## config.mk

```make
export PLATFORM = sky130hd
export DESIGN_NAME = usp_port_flat
export DESIGN_NICKNAME = d
export VERILOG_FILES = /design/src/logic/usp_pkg.sv /design/src/logic/usp_link_if.sv /design/src/logic/usp_port.sv /design/src/flat_wrapper.sv
export SDC_FILE = /design/constraint.sdc
export NUM_CORES = 1
export LEC_CHECK = 0
export BUFFER_PORTS_ARGS = -buffer_cell sky130_fd_sc_hd__buf_2
export CAP_MARGIN = 20
export CORE_UTILIZATION = 45
export DETAILED_ROUTE_END_ITERATION = 16
export GPL_ROUTABILITY_DRIVEN = 0
export GPL_TIMING_DRIVEN = 0
export SLEW_MARGIN = 20
export SYNTH_ARGS = -nofsm -noshare
export SYNTH_HDL_FRONTEND = slang
export SYNTH_SLANG_ARGS = --single-unit
```

## constraint.sdc

```tcl
create_clock -name pclk -period 4.13 [get_ports pclk]
set_clock_uncertainty 0.2 [all_clocks]
set_input_delay 0.6195 -clock pclk [delete_from_list [all_inputs] [get_ports pclk]]
set_output_delay 0.6195 -clock pclk [all_outputs]
set_load 0.1 [all_outputs]
```

## src/logic/usp_pkg.sv

```systemverilog
// Shared constants, types and frame helpers for the async serial port.
// Assumes both link ends are built with the same frame options.
package usp_pkg;

  // ==========================================================
  // Register word indices; byte address is four times the index.
  localparam logic [15:0] USP_IDX_COMM = 16'h7050;
  localparam logic [15:0] USP_IDX_CTL1 = 16'h7051;
  localparam logic [15:0] USP_IDX_DIVH = 16'h7052;
  localparam logic [15:0] USP_IDX_DIVL = 16'h7053;
  localparam logic [15:0] USP_IDX_CTL2 = 16'h7054;
  localparam logic [15:0] USP_IDX_RXST = 16'h7055;
  localparam logic [15:0] USP_IDX_RXDBG = 16'h7056;
  localparam logic [15:0] USP_IDX_RXBUF = 16'h7057;
  localparam logic [15:0] USP_IDX_TXBUF = 16'h7059;
  localparam logic [15:0] USP_IDX_FFTX = 16'h705a;
  localparam logic [15:0] USP_IDX_FFRX = 16'h705b;
  localparam logic [15:0] USP_IDX_FFCT = 16'h705c;
  localparam logic [15:0] USP_IDX_PRI = 16'h705f;

  // ==========================================================
  // Values after reset and timing counts.
  localparam logic [7:0] USP_RST_COMM = 8'h07;
  localparam logic [7:0] USP_RST_ZERO = 8'h00;
  localparam logic [2:0] USP_PH_LAST = 3'h7;
  localparam logic [2:0] USP_PH_SAMPLE = 3'h3;
  localparam logic [6:0] USP_IDLE_TICKS = 7'h50;

  // ==========================================================
  // Frame options, laid out as the comm_control register.
  typedef struct packed {
    logic two_stop;
    logic par_odd;
    logic par_en;
    logic spare;
    logic addr_mode;
    logic [2:0] len_m1;
  } usp_cfg_t;

  typedef struct packed {
    logic [7:0] data;
    logic addr;
    logic perr;
    logic ferr;
    logic brk;
  } usp_rx_t;

  typedef enum logic {USP_IDLE = 1'b0, USP_RUN = 1'b1} usp_ln_t;

  // Prescaler reload; eight ticks make one bit.
  function automatic logic [15:0] usp_reload(logic [15:0] bit_rate_divisor);
    return (bit_rate_divisor == 16'h0000) ? 16'h0001 : bit_rate_divisor;
  endfunction

  // Bits in a frame, start bit included.
  function automatic logic [3:0] usp_nbits(usp_cfg_t c);
    return 4'(c.len_m1) + 4'h3 + 4'(c.addr_mode) + 4'(c.par_en) + 4'(c.two_stop);
  endfunction

  // Frame sent LSB first: start, data, address bit, parity, stops.
  function automatic logic [12:0] usp_frame(usp_cfg_t c, logic [7:0] d, logic w);
    logic [12:0] v;
    logic [3:0] p;
    logic par;
    v = '1;
    v[0] = 1'b0;
    par = c.par_odd;
    for (int i = 0; i < 8; i++) begin
      if (3'(i) <= c.len_m1) begin
        v[i+1] = d[i];
        par = par ^ d[i];
      end
    end
    p = 4'(c.len_m1) + 4'h2;
    if (c.addr_mode) begin
      v[p] = w;
      p = p + 4'h1;
    end
    if (c.par_en) begin
      v[p] = par;
    end
    return v; // Remaining ones are the stop bits.
  endfunction

  // Decode a sampled frame, start bit in bit 0.
  function automatic usp_rx_t usp_decode(usp_cfg_t c, logic [12:0] r);
    usp_rx_t o;
    logic [3:0] p;
    logic par;
    logic [12:0] m;
    o = '0;
    par = c.par_odd;
    for (int i = 0; i < 8; i++) begin
      if (3'(i) <= c.len_m1) begin
        o.data[i] = r[i+1];
        par = par ^ r[i+1];
      end
    end
    p = 4'(c.len_m1) + 4'h2;
    if (c.addr_mode) begin
      o.addr = r[p];
      p = p + 4'h1;
    end
    if (c.par_en) begin
      o.perr = (r[p] != par);
      p = p + 4'h1;
    end
    o.ferr = !r[p] || (c.two_stop && !r[p+4'h1]);
    m = 13'((14'h1 << usp_nbits(c)) - 14'h1);
    o.brk = ((r & m) == 13'h0);
    return o;
  endfunction

endpackage

```

## src/logic/usp_link_if.sv

```systemverilog
// Serial link between the port and its remote peer.
// Assumes both ends idle their line high.
`timescale 1ns/1ps
interface usp_link_if;
  logic serial_tx_out;
  logic serial_rx_in;
  modport dev (output serial_tx_out, input serial_rx_in);
  modport peer (input serial_tx_out, output serial_rx_in);
endinterface

```

## src/logic/usp_port.sv

```systemverilog
// Async serial port with APB register access and the device end of the link.
// Assumes an APB master on pclk; the serial input is asynchronous.
// What this block does
// - Bit rate is clock over (divisor+1)*8 or 16
// - Divisor is 16 bits in two byte registers
// - One start bit, then one to eight data bits
// - Optional even or odd parity bit
// - One or two stop bits
// - NRZ levels held a full bit period
// - Check break, parity, overrun, framing separately
// - Buffer register ahead of each shift register
// - Separate enable and interrupt enable per direction
// - Transmit and receive run independently, full duplex
// - Idle-line and address-bit wake-up modes
// - Transmit ready flag when buffer accepts data
// - Transmit empty flag when nothing queued or shifting
// - Receive ready flag when character waits
// - Break flag and four-way summary error flag
// - Break has no own enable bit
// - Reads give data low, upper bits zero
// - Upper written bits are ignored
// - Register frame starts at word 7050h
// - Hardware measures incoming bit rate automatically
`timescale 1ns/1ps
module usp_port import usp_pkg::*; #(
  parameter int DEPTH = 16
) (
  input wire logic pclk,
  input wire logic presetn,
  input wire logic psel,
  input wire logic penable,
  input wire logic pwrite,
  input wire logic [31:0] paddr,
  input wire logic [31:0] pwdata,
  output logic [31:0] prdata,
  output logic pready,
  output logic pslverr,
  usp_link_if.dev link
);
  localparam int AW = $clog2(DEPTH);

  logic [7:0] comm_control, control_one, divisor_high, divisor_low, debug_priority;
  logic [1:0] int_en;
  logic fifo_en, ab_en, ab_done;
  logic pe_f, oe_f, fe_f, brk_f, wake_f;
  logic [15:0] pre_cnt;
  logic tick;
  logic rx_s1, rx_s2, rx_prev;
  logic [7:0] tmem [DEPTH];
  logic [7:0] rmem [DEPTH];
  logic [AW-1:0] twp, trp, rwp, rrp;
  logic [AW:0] tcnt, rcnt, cap;
  usp_ln_t tx_st, rx_st;
  logic [12:0] tx_sh, rx_v;
  logic [3:0] tx_left, rx_idx;
  logic [2:0] tx_ph, rx_ph;
  logic tx_line, rx_done, idle_seen;
  logic [6:0] idle_cnt;
  logic ab_meas;
  logic [18:0] ab_cnt;
  usp_cfg_t cfg;
  usp_rx_t dec;
  logic [15:0] widx;
  logic addr_ok, acc, wr, rd, tx_push, tx_load, rx_pop, accept, wake_hit, ab_fin, rd_ok;
  logic [7:0] rd_val;
  logic [15:0] ab_brr;

  // ==========================================================
  // Bus decode.
  assign cfg = usp_cfg_t'(comm_control);
  assign widx = paddr[17:2];
  assign addr_ok = (paddr[31:18] == 14'h0) && (paddr[1:0] == 2'h0);
  assign acc = psel && penable && pready && addr_ok;
  assign wr = acc && pwrite;
  assign rd = acc && !pwrite;
  assign cap = fifo_en ? (AW+1)'(DEPTH) : (AW+1)'(1);
  assign tx_push = wr && (widx == USP_IDX_TXBUF) && (tcnt < cap);
  // Loading only on a tick makes the start bit a whole bit time, not one cycle short.
  assign tx_load = (tx_st == USP_IDLE) && control_one[1] && (tcnt != '0) && tick;
  assign rx_pop = rd && (widx == USP_IDX_RXBUF) && (rcnt != '0);
  assign dec = usp_decode(cfg, rx_v);
  assign wake_hit = cfg.addr_mode ? dec.addr : idle_seen;
  assign accept = rx_done && (!control_one[2] || wake_hit);
  assign ab_fin = ab_meas && rx_s2;
  assign ab_brr = (ab_cnt[18:3] == 16'h0) ? 16'h0 : ab_cnt[18:3] - 16'h1;
  assign link.serial_tx_out = tx_line;

  // Read mux; bits above 7 always read zero.
  always_comb begin
    rd_ok = 1'b1;
    rd_val = 8'h00;
    case (widx)
      USP_IDX_COMM: rd_val = comm_control;
      USP_IDX_CTL1: rd_val = control_one;
      USP_IDX_DIVH: rd_val = divisor_high;
      USP_IDX_DIVL: rd_val = divisor_low;
      USP_IDX_CTL2: rd_val = {tcnt < cap, (tx_st == USP_IDLE) && (tcnt == '0), 4'h0, int_en};
      USP_IDX_RXST: rd_val = {pe_f | oe_f | fe_f | brk_f, rcnt != '0, brk_f, fe_f, oe_f, pe_f, wake_f, 1'b0};
      USP_IDX_RXDBG: rd_val = rmem[rrp];
      USP_IDX_RXBUF: rd_val = rmem[rrp];
      USP_IDX_TXBUF: rd_val = 8'h00;
      USP_IDX_FFTX: rd_val = {fifo_en, 7'(tcnt)};
      USP_IDX_FFRX: rd_val = 8'(rcnt);
      USP_IDX_FFCT: rd_val = {ab_done, 6'h00, ab_en};
      USP_IDX_PRI: rd_val = debug_priority;
      default: rd_ok = 1'b0;
    endcase
    if (!addr_ok) begin
      rd_ok = 1'b0;
    end
  end

  // ==========================================================
  // APB answer: no wait state; the read data comes from a flop loaded in the setup phase.
  always_ff @(posedge pclk or negedge presetn) begin
    if (!presetn) begin
      pready <= 1'b0;
      prdata <= 32'h0;
      pslverr <= 1'b0;
    end else begin
      pready <= psel && !penable;
      if (psel && !penable) begin
        prdata <= {24'h0, rd_val};
        pslverr <= !rd_ok;
      end
    end
  end

  // Software registers; the bit-rate search overrides the divisor when it ends.
  always_ff @(posedge pclk or negedge presetn) begin
    if (!presetn) begin
      comm_control <= USP_RST_COMM;
      control_one <= USP_RST_ZERO;
      divisor_high <= USP_RST_ZERO;
      divisor_low <= USP_RST_ZERO;
      debug_priority <= USP_RST_ZERO;
      int_en <= 2'h0;
      fifo_en <= 1'b0;
      ab_en <= 1'b0;
      ab_done <= 1'b0;
    end else begin
      if (wr) begin
        case (widx)
          USP_IDX_COMM: comm_control <= pwdata[7:0];
          USP_IDX_CTL1: control_one <= pwdata[7:0];
          USP_IDX_DIVH: divisor_high <= pwdata[7:0];
          USP_IDX_DIVL: divisor_low <= pwdata[7:0];
          USP_IDX_CTL2: int_en <= pwdata[1:0];
          USP_IDX_FFTX: fifo_en <= pwdata[7];
          USP_IDX_FFCT: begin
            ab_en <= pwdata[0];
            ab_done <= ab_done && !pwdata[0];
          end
          USP_IDX_PRI: debug_priority <= pwdata[7:0];
          default: ;
        endcase
      end
      if (ab_fin) begin
        {divisor_high, divisor_low} <= ab_brr;
        ab_en <= 1'b0;
        ab_done <= 1'b1;
      end
    end
  end

  // ==========================================================
  // Bit tick: eight per bit at pclk/(reload+1).
  always_ff @(posedge pclk or negedge presetn) begin
    if (!presetn) begin
      pre_cnt <= 16'h0;
      tick <= 1'b0;
    end else if (pre_cnt >= usp_reload({divisor_high, divisor_low})) begin
      pre_cnt <= 16'h0;
      tick <= 1'b1;
    end else begin
      pre_cnt <= pre_cnt + 16'h1;
      tick <= 1'b0;
    end
  end

  // Pin synchroniser; the second stage is sampled, the third only joins it to find the falling edge.
  always_ff @(posedge pclk or negedge presetn) begin
    if (!presetn) begin
      rx_s1 <= 1'b1;
      rx_s2 <= 1'b1;
      rx_prev <= 1'b1;
    end else begin
      rx_s1 <= link.serial_rx_in;
      rx_s2 <= rx_s1;
      rx_prev <= rx_s2;
    end
  end

  // ==========================================================
  // Transmit queue; depth one when queueing is off gives the plain buffer.
  always_ff @(posedge pclk or negedge presetn) begin
    if (!presetn) begin
      twp <= '0;
      trp <= '0;
      tcnt <= '0;
    end else begin
      if (tx_push) begin
        tmem[twp] <= pwdata[7:0];
        twp <= twp + 1'b1;
      end
      if (tx_load) begin
        trp <= trp + 1'b1;
      end
      tcnt <= tcnt + (AW+1)'(tx_push) - (AW+1)'(tx_load);
    end
  end

  // Transmit shifter; a frame once begun completes even if disabled.
  always_ff @(posedge pclk or negedge presetn) begin
    if (!presetn) begin
      tx_st <= USP_IDLE;
      tx_sh <= '1;
      tx_left <= 4'h0;
      tx_ph <= 3'h0;
      tx_line <= 1'b1;
    end else begin
      tx_line <= (tx_st == USP_RUN) ? tx_sh[0] : 1'b1;
      if (tx_load) begin
        tx_sh <= usp_frame(cfg, tmem[trp], control_one[3]);
        tx_left <= usp_nbits(cfg);
        tx_ph <= 3'h0;
        tx_st <= USP_RUN;
      end else if (tx_st == USP_RUN && tick) begin
        tx_ph <= tx_ph + 3'h1;
        if (tx_ph == USP_PH_LAST) begin
          tx_sh <= {1'b1, tx_sh[12:1]};
          tx_left <= tx_left - 4'h1;
          if (tx_left == 4'h1) begin
            tx_st <= USP_IDLE;
          end
        end
      end
    end
  end

  // ==========================================================
  // Receive sampler; runs apart from the transmitter.
  always_ff @(posedge pclk or negedge presetn) begin
    if (!presetn) begin
      rx_st <= USP_IDLE;
      rx_v <= '0;
      rx_idx <= 4'h0;
      rx_ph <= 3'h0;
      rx_done <= 1'b0;
      idle_cnt <= 7'h0;
      idle_seen <= 1'b0;
    end else begin
      rx_done <= 1'b0;
      if (rx_st == USP_IDLE) begin
        if (!rx_s2) begin
          idle_cnt <= 7'h0;
        end else if (tick && idle_cnt != USP_IDLE_TICKS) begin
          idle_cnt <= idle_cnt + 7'h1;
        end
        if (rx_prev && !rx_s2 && control_one[0] && !ab_en) begin
          rx_st <= USP_RUN;
          rx_ph <= 3'h0;
          rx_idx <= 4'h0;
          rx_v <= '0;
          idle_seen <= (idle_cnt == USP_IDLE_TICKS);
        end
      end else if (tick) begin
        rx_ph <= rx_ph + 3'h1;
        if (rx_ph == USP_PH_SAMPLE) begin
          rx_v[rx_idx] <= rx_s2;
          rx_idx <= rx_idx + 4'h1;
          if (rx_idx == 4'h0 && rx_s2) begin
            rx_st <= USP_IDLE;
          end else if (rx_idx == usp_nbits(cfg) - 4'h1) begin
            rx_st <= USP_IDLE;
            rx_done <= 1'b1;
          end
        end
      end
    end
  end

  // Receive queue; a full queue drops the new character as an overrun.
  always_ff @(posedge pclk or negedge presetn) begin
    if (!presetn) begin
      rwp <= '0;
      rrp <= '0;
      rcnt <= '0;
    end else begin
      if (accept && rcnt < cap) begin
        rmem[rwp] <= dec.data;
        rwp <= rwp + 1'b1;
      end
      if (rx_pop) begin
        rrp <= rrp + 1'b1;
      end
      rcnt <= rcnt + (AW+1)'(accept && rcnt < cap) - (AW+1)'(rx_pop);
    end
  end

  // Error flags clear on a buffer read; a new event in that cycle wins.
  always_ff @(posedge pclk or negedge presetn) begin
    if (!presetn) begin
      {pe_f, oe_f, fe_f, brk_f, wake_f} <= 5'h0;
    end else begin
      logic clr;
      clr = rd && (widx == USP_IDX_RXBUF);
      pe_f <= (pe_f && !clr) || (accept && dec.perr);
      oe_f <= (oe_f && !clr) || (accept && rcnt >= cap);
      fe_f <= (fe_f && !clr) || (accept && dec.ferr);
      brk_f <= (brk_f && !clr) || (rx_done && dec.brk);
      wake_f <= (wake_f && !clr) || (accept && wake_hit);
    end
  end

  // Bit-rate search: width of the first low pulse is one bit time.
  always_ff @(posedge pclk or negedge presetn) begin
    if (!presetn) begin
      ab_meas <= 1'b0;
      ab_cnt <= 19'h0;
    end else if (!ab_meas) begin
      if (ab_en && rx_prev && !rx_s2) begin
        ab_meas <= 1'b1;
        ab_cnt <= 19'h1;
      end
    end else if (rx_s2) begin
      ab_meas <= 1'b0;
    end else if (ab_cnt != '1) begin
      ab_cnt <= ab_cnt + 19'h1;
    end
  end

endmodule

```

## src/flat_wrapper.sv

```systemverilog
// flat-port wrapper written by rule: the top's interface ports become plain ports
module usp_port_flat import usp_pkg::*;
#(
  parameter int DEPTH = 16
)
  (pclk, presetn, psel, penable, pwrite, paddr, pwdata, prdata, pready, pslverr, link_serial_tx_out, link_serial_rx_in);
  usp_link_if link_i ();
  input wire logic pclk;
  input wire logic presetn;
  input wire logic psel;
  input wire logic penable;
  input wire logic pwrite;
  input wire logic [31:0] paddr;
  input wire logic [31:0] pwdata;
  output logic [31:0] prdata;
  output logic pready;
  output logic pslverr;
  output wire logic [$bits(link_i.serial_tx_out)-1:0] link_serial_tx_out;
  input wire logic [$bits(link_i.serial_rx_in)-1:0] link_serial_rx_in;
  assign link_serial_tx_out = link_i.serial_tx_out;
  assign link_i.serial_rx_in = link_serial_rx_in;
  usp_port #(.DEPTH(DEPTH)) u_core (.pclk(pclk), .presetn(presetn), .psel(psel), .penable(penable), .pwrite(pwrite), .paddr(paddr), .pwdata(pwdata), .prdata(prdata), .pready(pready), .pslverr(pslverr), .link(link_i));
endmodule
```

==> impl_metrics.csv <==
group,metric,value,unit
floorplan,start_util,0.460,
placed_design,place_ws,-1.21,ns
routing,num_vias,14400,
sta,rsz0062_at_grt,"true",
logic_synthesis,syn_avg_cell_area,12.6,µm²
setup_path,cp_max_fo,10,
clocking,cts_buffer_depth,3,
flow_run,maxCapViolCount,0,
global_route,grt_overflow,0,
clocking,numCtsBuffers,47,
routing,first_iter_violations,1020,
placed_design,place_hpwl,37.5,mm
logic_synthesis,syn_area,0.0216,mm²
logic_synthesis,synth_edf_count,256,
clocking,root_buffer,"clkbuf_16",
sta,max_clock_freq,245,MHz
logic_synthesis,synth_top_area_frac,0.356,
clocking,cts_tree,"yes",
layout,fin_area,0.0245,mm²
floorplan,rows,79,
logic_synthesis,netlist_instances,1721,
logic_synthesis,ys_warn_count,0,
min_path,hold_path_class,"reg -> reg",
sta,period_needed,4.07,ns
clocking,htreeDepth,2,
placed_design,io_buffers,54,
setup_path,cp-start-kind,"flop",
global_route,grt_pass1_vias,14300,
layout,antenna_cells,0,
clocking,cts_sinks,434,
floorplan,die_w,221,µm
sta,slew_violations,0,
global_route,grt_max_degree,94,
clocking,clock_latency,0.59,ns
sta,fin_crit_sh,0.987,
clocking,clk_pin_slew_worst_paths,0.06,ns
layout,fillers,3990,
layout,fin_nets,2012,
logic_synthesis,ys_seq_elements,434,
routing,post_drt_wl_per_cell,21.4,µm
setup_path,required,4.45,ns
floorplan,design.core.area,0.0470,mm²
setup_path,ff2ff_setup_slack,0.06,ns
global_route,track_usage,0.221,
routing,drc_errors,0,
logic_synthesis,synth.distinct_cells,75,
run_status,status,"finished, final reports clean",
logic_synthesis,synth-async-reset-ratio,0.410,
routing,routed_wl,53.5,mm
floorplan,die-area,0.0489,mm²
routing,drtAntennaViolNets,0,
sta,tightest_slew,0.934,ns
power,cellLeakagePower,9.76,nW
layout,areaGrowthSynthToFinish,13.5,%
logic_synthesis,synth-seq-area-share,0.563,
sta,setup_viol,0,
sta,hold_viol_final,0,
logic_synthesis,synth_area_leaders,"edfxtp_1 36%, dfrtp_1 18%, mux4_2 7.9%, ha_1 4.5%, nand2_1 2.5%",
sta,max_slew_margin,0.375,
setup_path,critical_path_class,"reg -> reg",
global_route,grt_pass1_wl,84.0,mm
floorplan,ioPinCount,105,
routing,vias_per_cell,5.73,
layout,drive_gt1_frac,0.183,
setup_path,crit_arrival,4.40,ns
sta,layout_setup_ws,0.0555,ns
routing,drt-pass1-iter-count,7,
setup_path,end_kind,"flop",
placed_design,dpl-instance-area,0.0228,mm²
power,ir_drop,0.382,mV
global_route,antenna_found_initial,1,
power,power.density,368,mW/mm²
logic_synthesis,yosysTopAreaCell,"edfxtp_1",
logic_synthesis,synth_flop_cell,"edfxtp_1",
floorplan,die_y,221,µm
## power breakdown
part	leakage (nW)	switching (mW)	internal (mW)
clock network	0.728	1.71	2.33
logic	4.21	0.290	0.0671
registers	4.82	0.0237	4.60
## final cells by class
cell class                 instances  area [µm²]  share of cell area
buffer                           106         541              0.0220
clock buffer                      76        1410              0.0573
clock inverter                    10        67.6             0.00275
inverter                          74         282              0.0115
multi-input combinational       1126        8860               0.361
sequential                       434       12200               0.496
tap                              607         759              0.0310
timing repair buffer              71         445              0.0182
## flip-flops by register name, indices dropped and copies added, names as in the netlist, 5 cells and up
name and flops:
u_core.ab_cnt 19, u_core.cfg 8, u_core.control_one 8, u_core.debug_priority 8, u_core.divisor_high 8, u_core.divisor_low 8
u_core.idle_cnt 7, u_core.prdata 8, u_core.pre_cnt 16, u_core.rcnt 5, u_core.rmem 128, u_core.rx_v 13
u_core.tcnt 5, u_core.tmem 128, u_core.tx_sh 13
## path summary, 6_finish.rpt
kind / from / end / cells after the start
worst max register to register: u_core.cfg[5]$_DFFE_PN0P_ / u_core.brk_f$_DFF_PN0_ / 18
worst min register to register: u_core.rx_s1$_DFF_PN1_ / u_core.rx_s2$_DFF_PN1_ / 0
min in group asynchronous: presetn / u_core.ab_cnt[1]$_DFFE_PN0P_ / 2
max in group asynchronous: presetn / u_core.tx_sh[1]$_DFFE_PN1P_ / 3
worst min-delay path: u_core.rx_s1$_DFF_PN1_ / u_core.rx_s2$_DFF_PN1_ / 0
worst max-delay path: u_core.cfg[5]$_DFFE_PN0P_ / u_core.brk_f$_DFF_PN0_ / 18
## metal layers
metal / vias to the layer above / part of all wire / GRT usage
met1: 7255 / 0.46 / 0.317
met5: - / 0.00032 / 0
li1: 6611 / - / -
met4: 2 / 0.021 / 0.0568
met3: 73 / 0.055 / 0.0356
met2: 417 / 0.46 / 0.351
## worst max-delay path: stages (launching register included)
cell	delay (ns)
dfrtp_1	0.35
clkbuf_8	0.13
clkbuf_8	0.16
inv_1	0.06
ha_1	0.28
fa_2	0.37
fa_2	0.43
xor2_4	0.20
nand2_1	0.08
or3_1	0.35
ha_1	0.21
clkbuf_4	0.19
nand2_1	0.06
o21ai_0	0.07
a32o_1	0.21
a21oi_1	0.14
o21ai_0	0.11
a221oi_2	0.24
a22o_1	0.17
## cell usage after synthesis (all sizes together), types with 3 or more instances
cell type	count
mux4	76
nor4b	3
nand3b	7
mux2i	40
and2	31
nand2b	8
nor2	137
dfrtp	158
or3	9
o22ai	6
buf	49
and3	17
mux2	34
dfstp	20
a21o	14
nand4	17
edfxtp	256
a221oi	24
a32o	6
xor2	52
ha	78
nand3	59
a222oi	5
a32oi	4
a311oi	4
nand2	144
o21ai	53
nor2b	17
and4	4
a31oi	15
o31a	4
xnor2	48
clkbuf	61
a22o	11
nor3	23
nor4bb	3
a21oi	71
fa	4
nor3b	6
inv	73
a41oi	3
a22oi	5
o31ai	4
nor4	13
a211oi	11
## through the flow
step / hold WS, ns / cells / total power, mW / util / TNS (ns)
after detailed placement: 0.151 / 2406 / 5.07 / 0.485 / -165.50
after global placement: 0.146 / 2405 / 5.06 / 0.484 / -531.88
final: 0.161 / 2504 / 9.03 / 0.522 / 0
after floorplan: 0.124 / 1744 / 4.93 / - / -0.0108
after CTS: 0.163 / 2495 / 9.11 / 0.520 / 0
after global routing: 0.167 / 2504 / 9.29 / 0.522 / -0.184
## cells in the final DEF (no fill, tap or decap), types with 59 or more instances in the layout
master	instances
a21oi_1	69
nand2_1	144
nor2_1	120
nand3_1	59
mux4_2	76
clkbuf_1	70
edfxtp_1	256
buf_2	64
ha_1	76
dfrtp_1	158
inv_1	71
## kinds of logic (layout without fill, tap and decap cells)
| logic type | count (synthesis) | after routing | synth area share |
|---|---|---|---|
| flops | 434 | 434 | 0.563 |
| mux | 150 | 150 | 0.115 |
| buf+inv | 184 | 337 | 0.0369 |
| fa+ha+maj | 82 | 82 | 0.0489 |
| simple gates | 505 | 505 | 0.112 |
| xor+xnor | 102 | 102 | 0.0426 |
| other cells | 1 | 24 | 0.000174 |
| compound gates | 263 | 263 | 0.0814 |
## repair_timing
item | in CTS | in global routing
gates resized for setup | 40 | 9
hold buffers | 2 | 0
endpoints found under the hold margin | 84 | 0
setup buffers | 5 | 9
endpoints found under the setup margin | 139 | 133
pin swaps | 3 | 2
(Power assumes the default switching activity.)
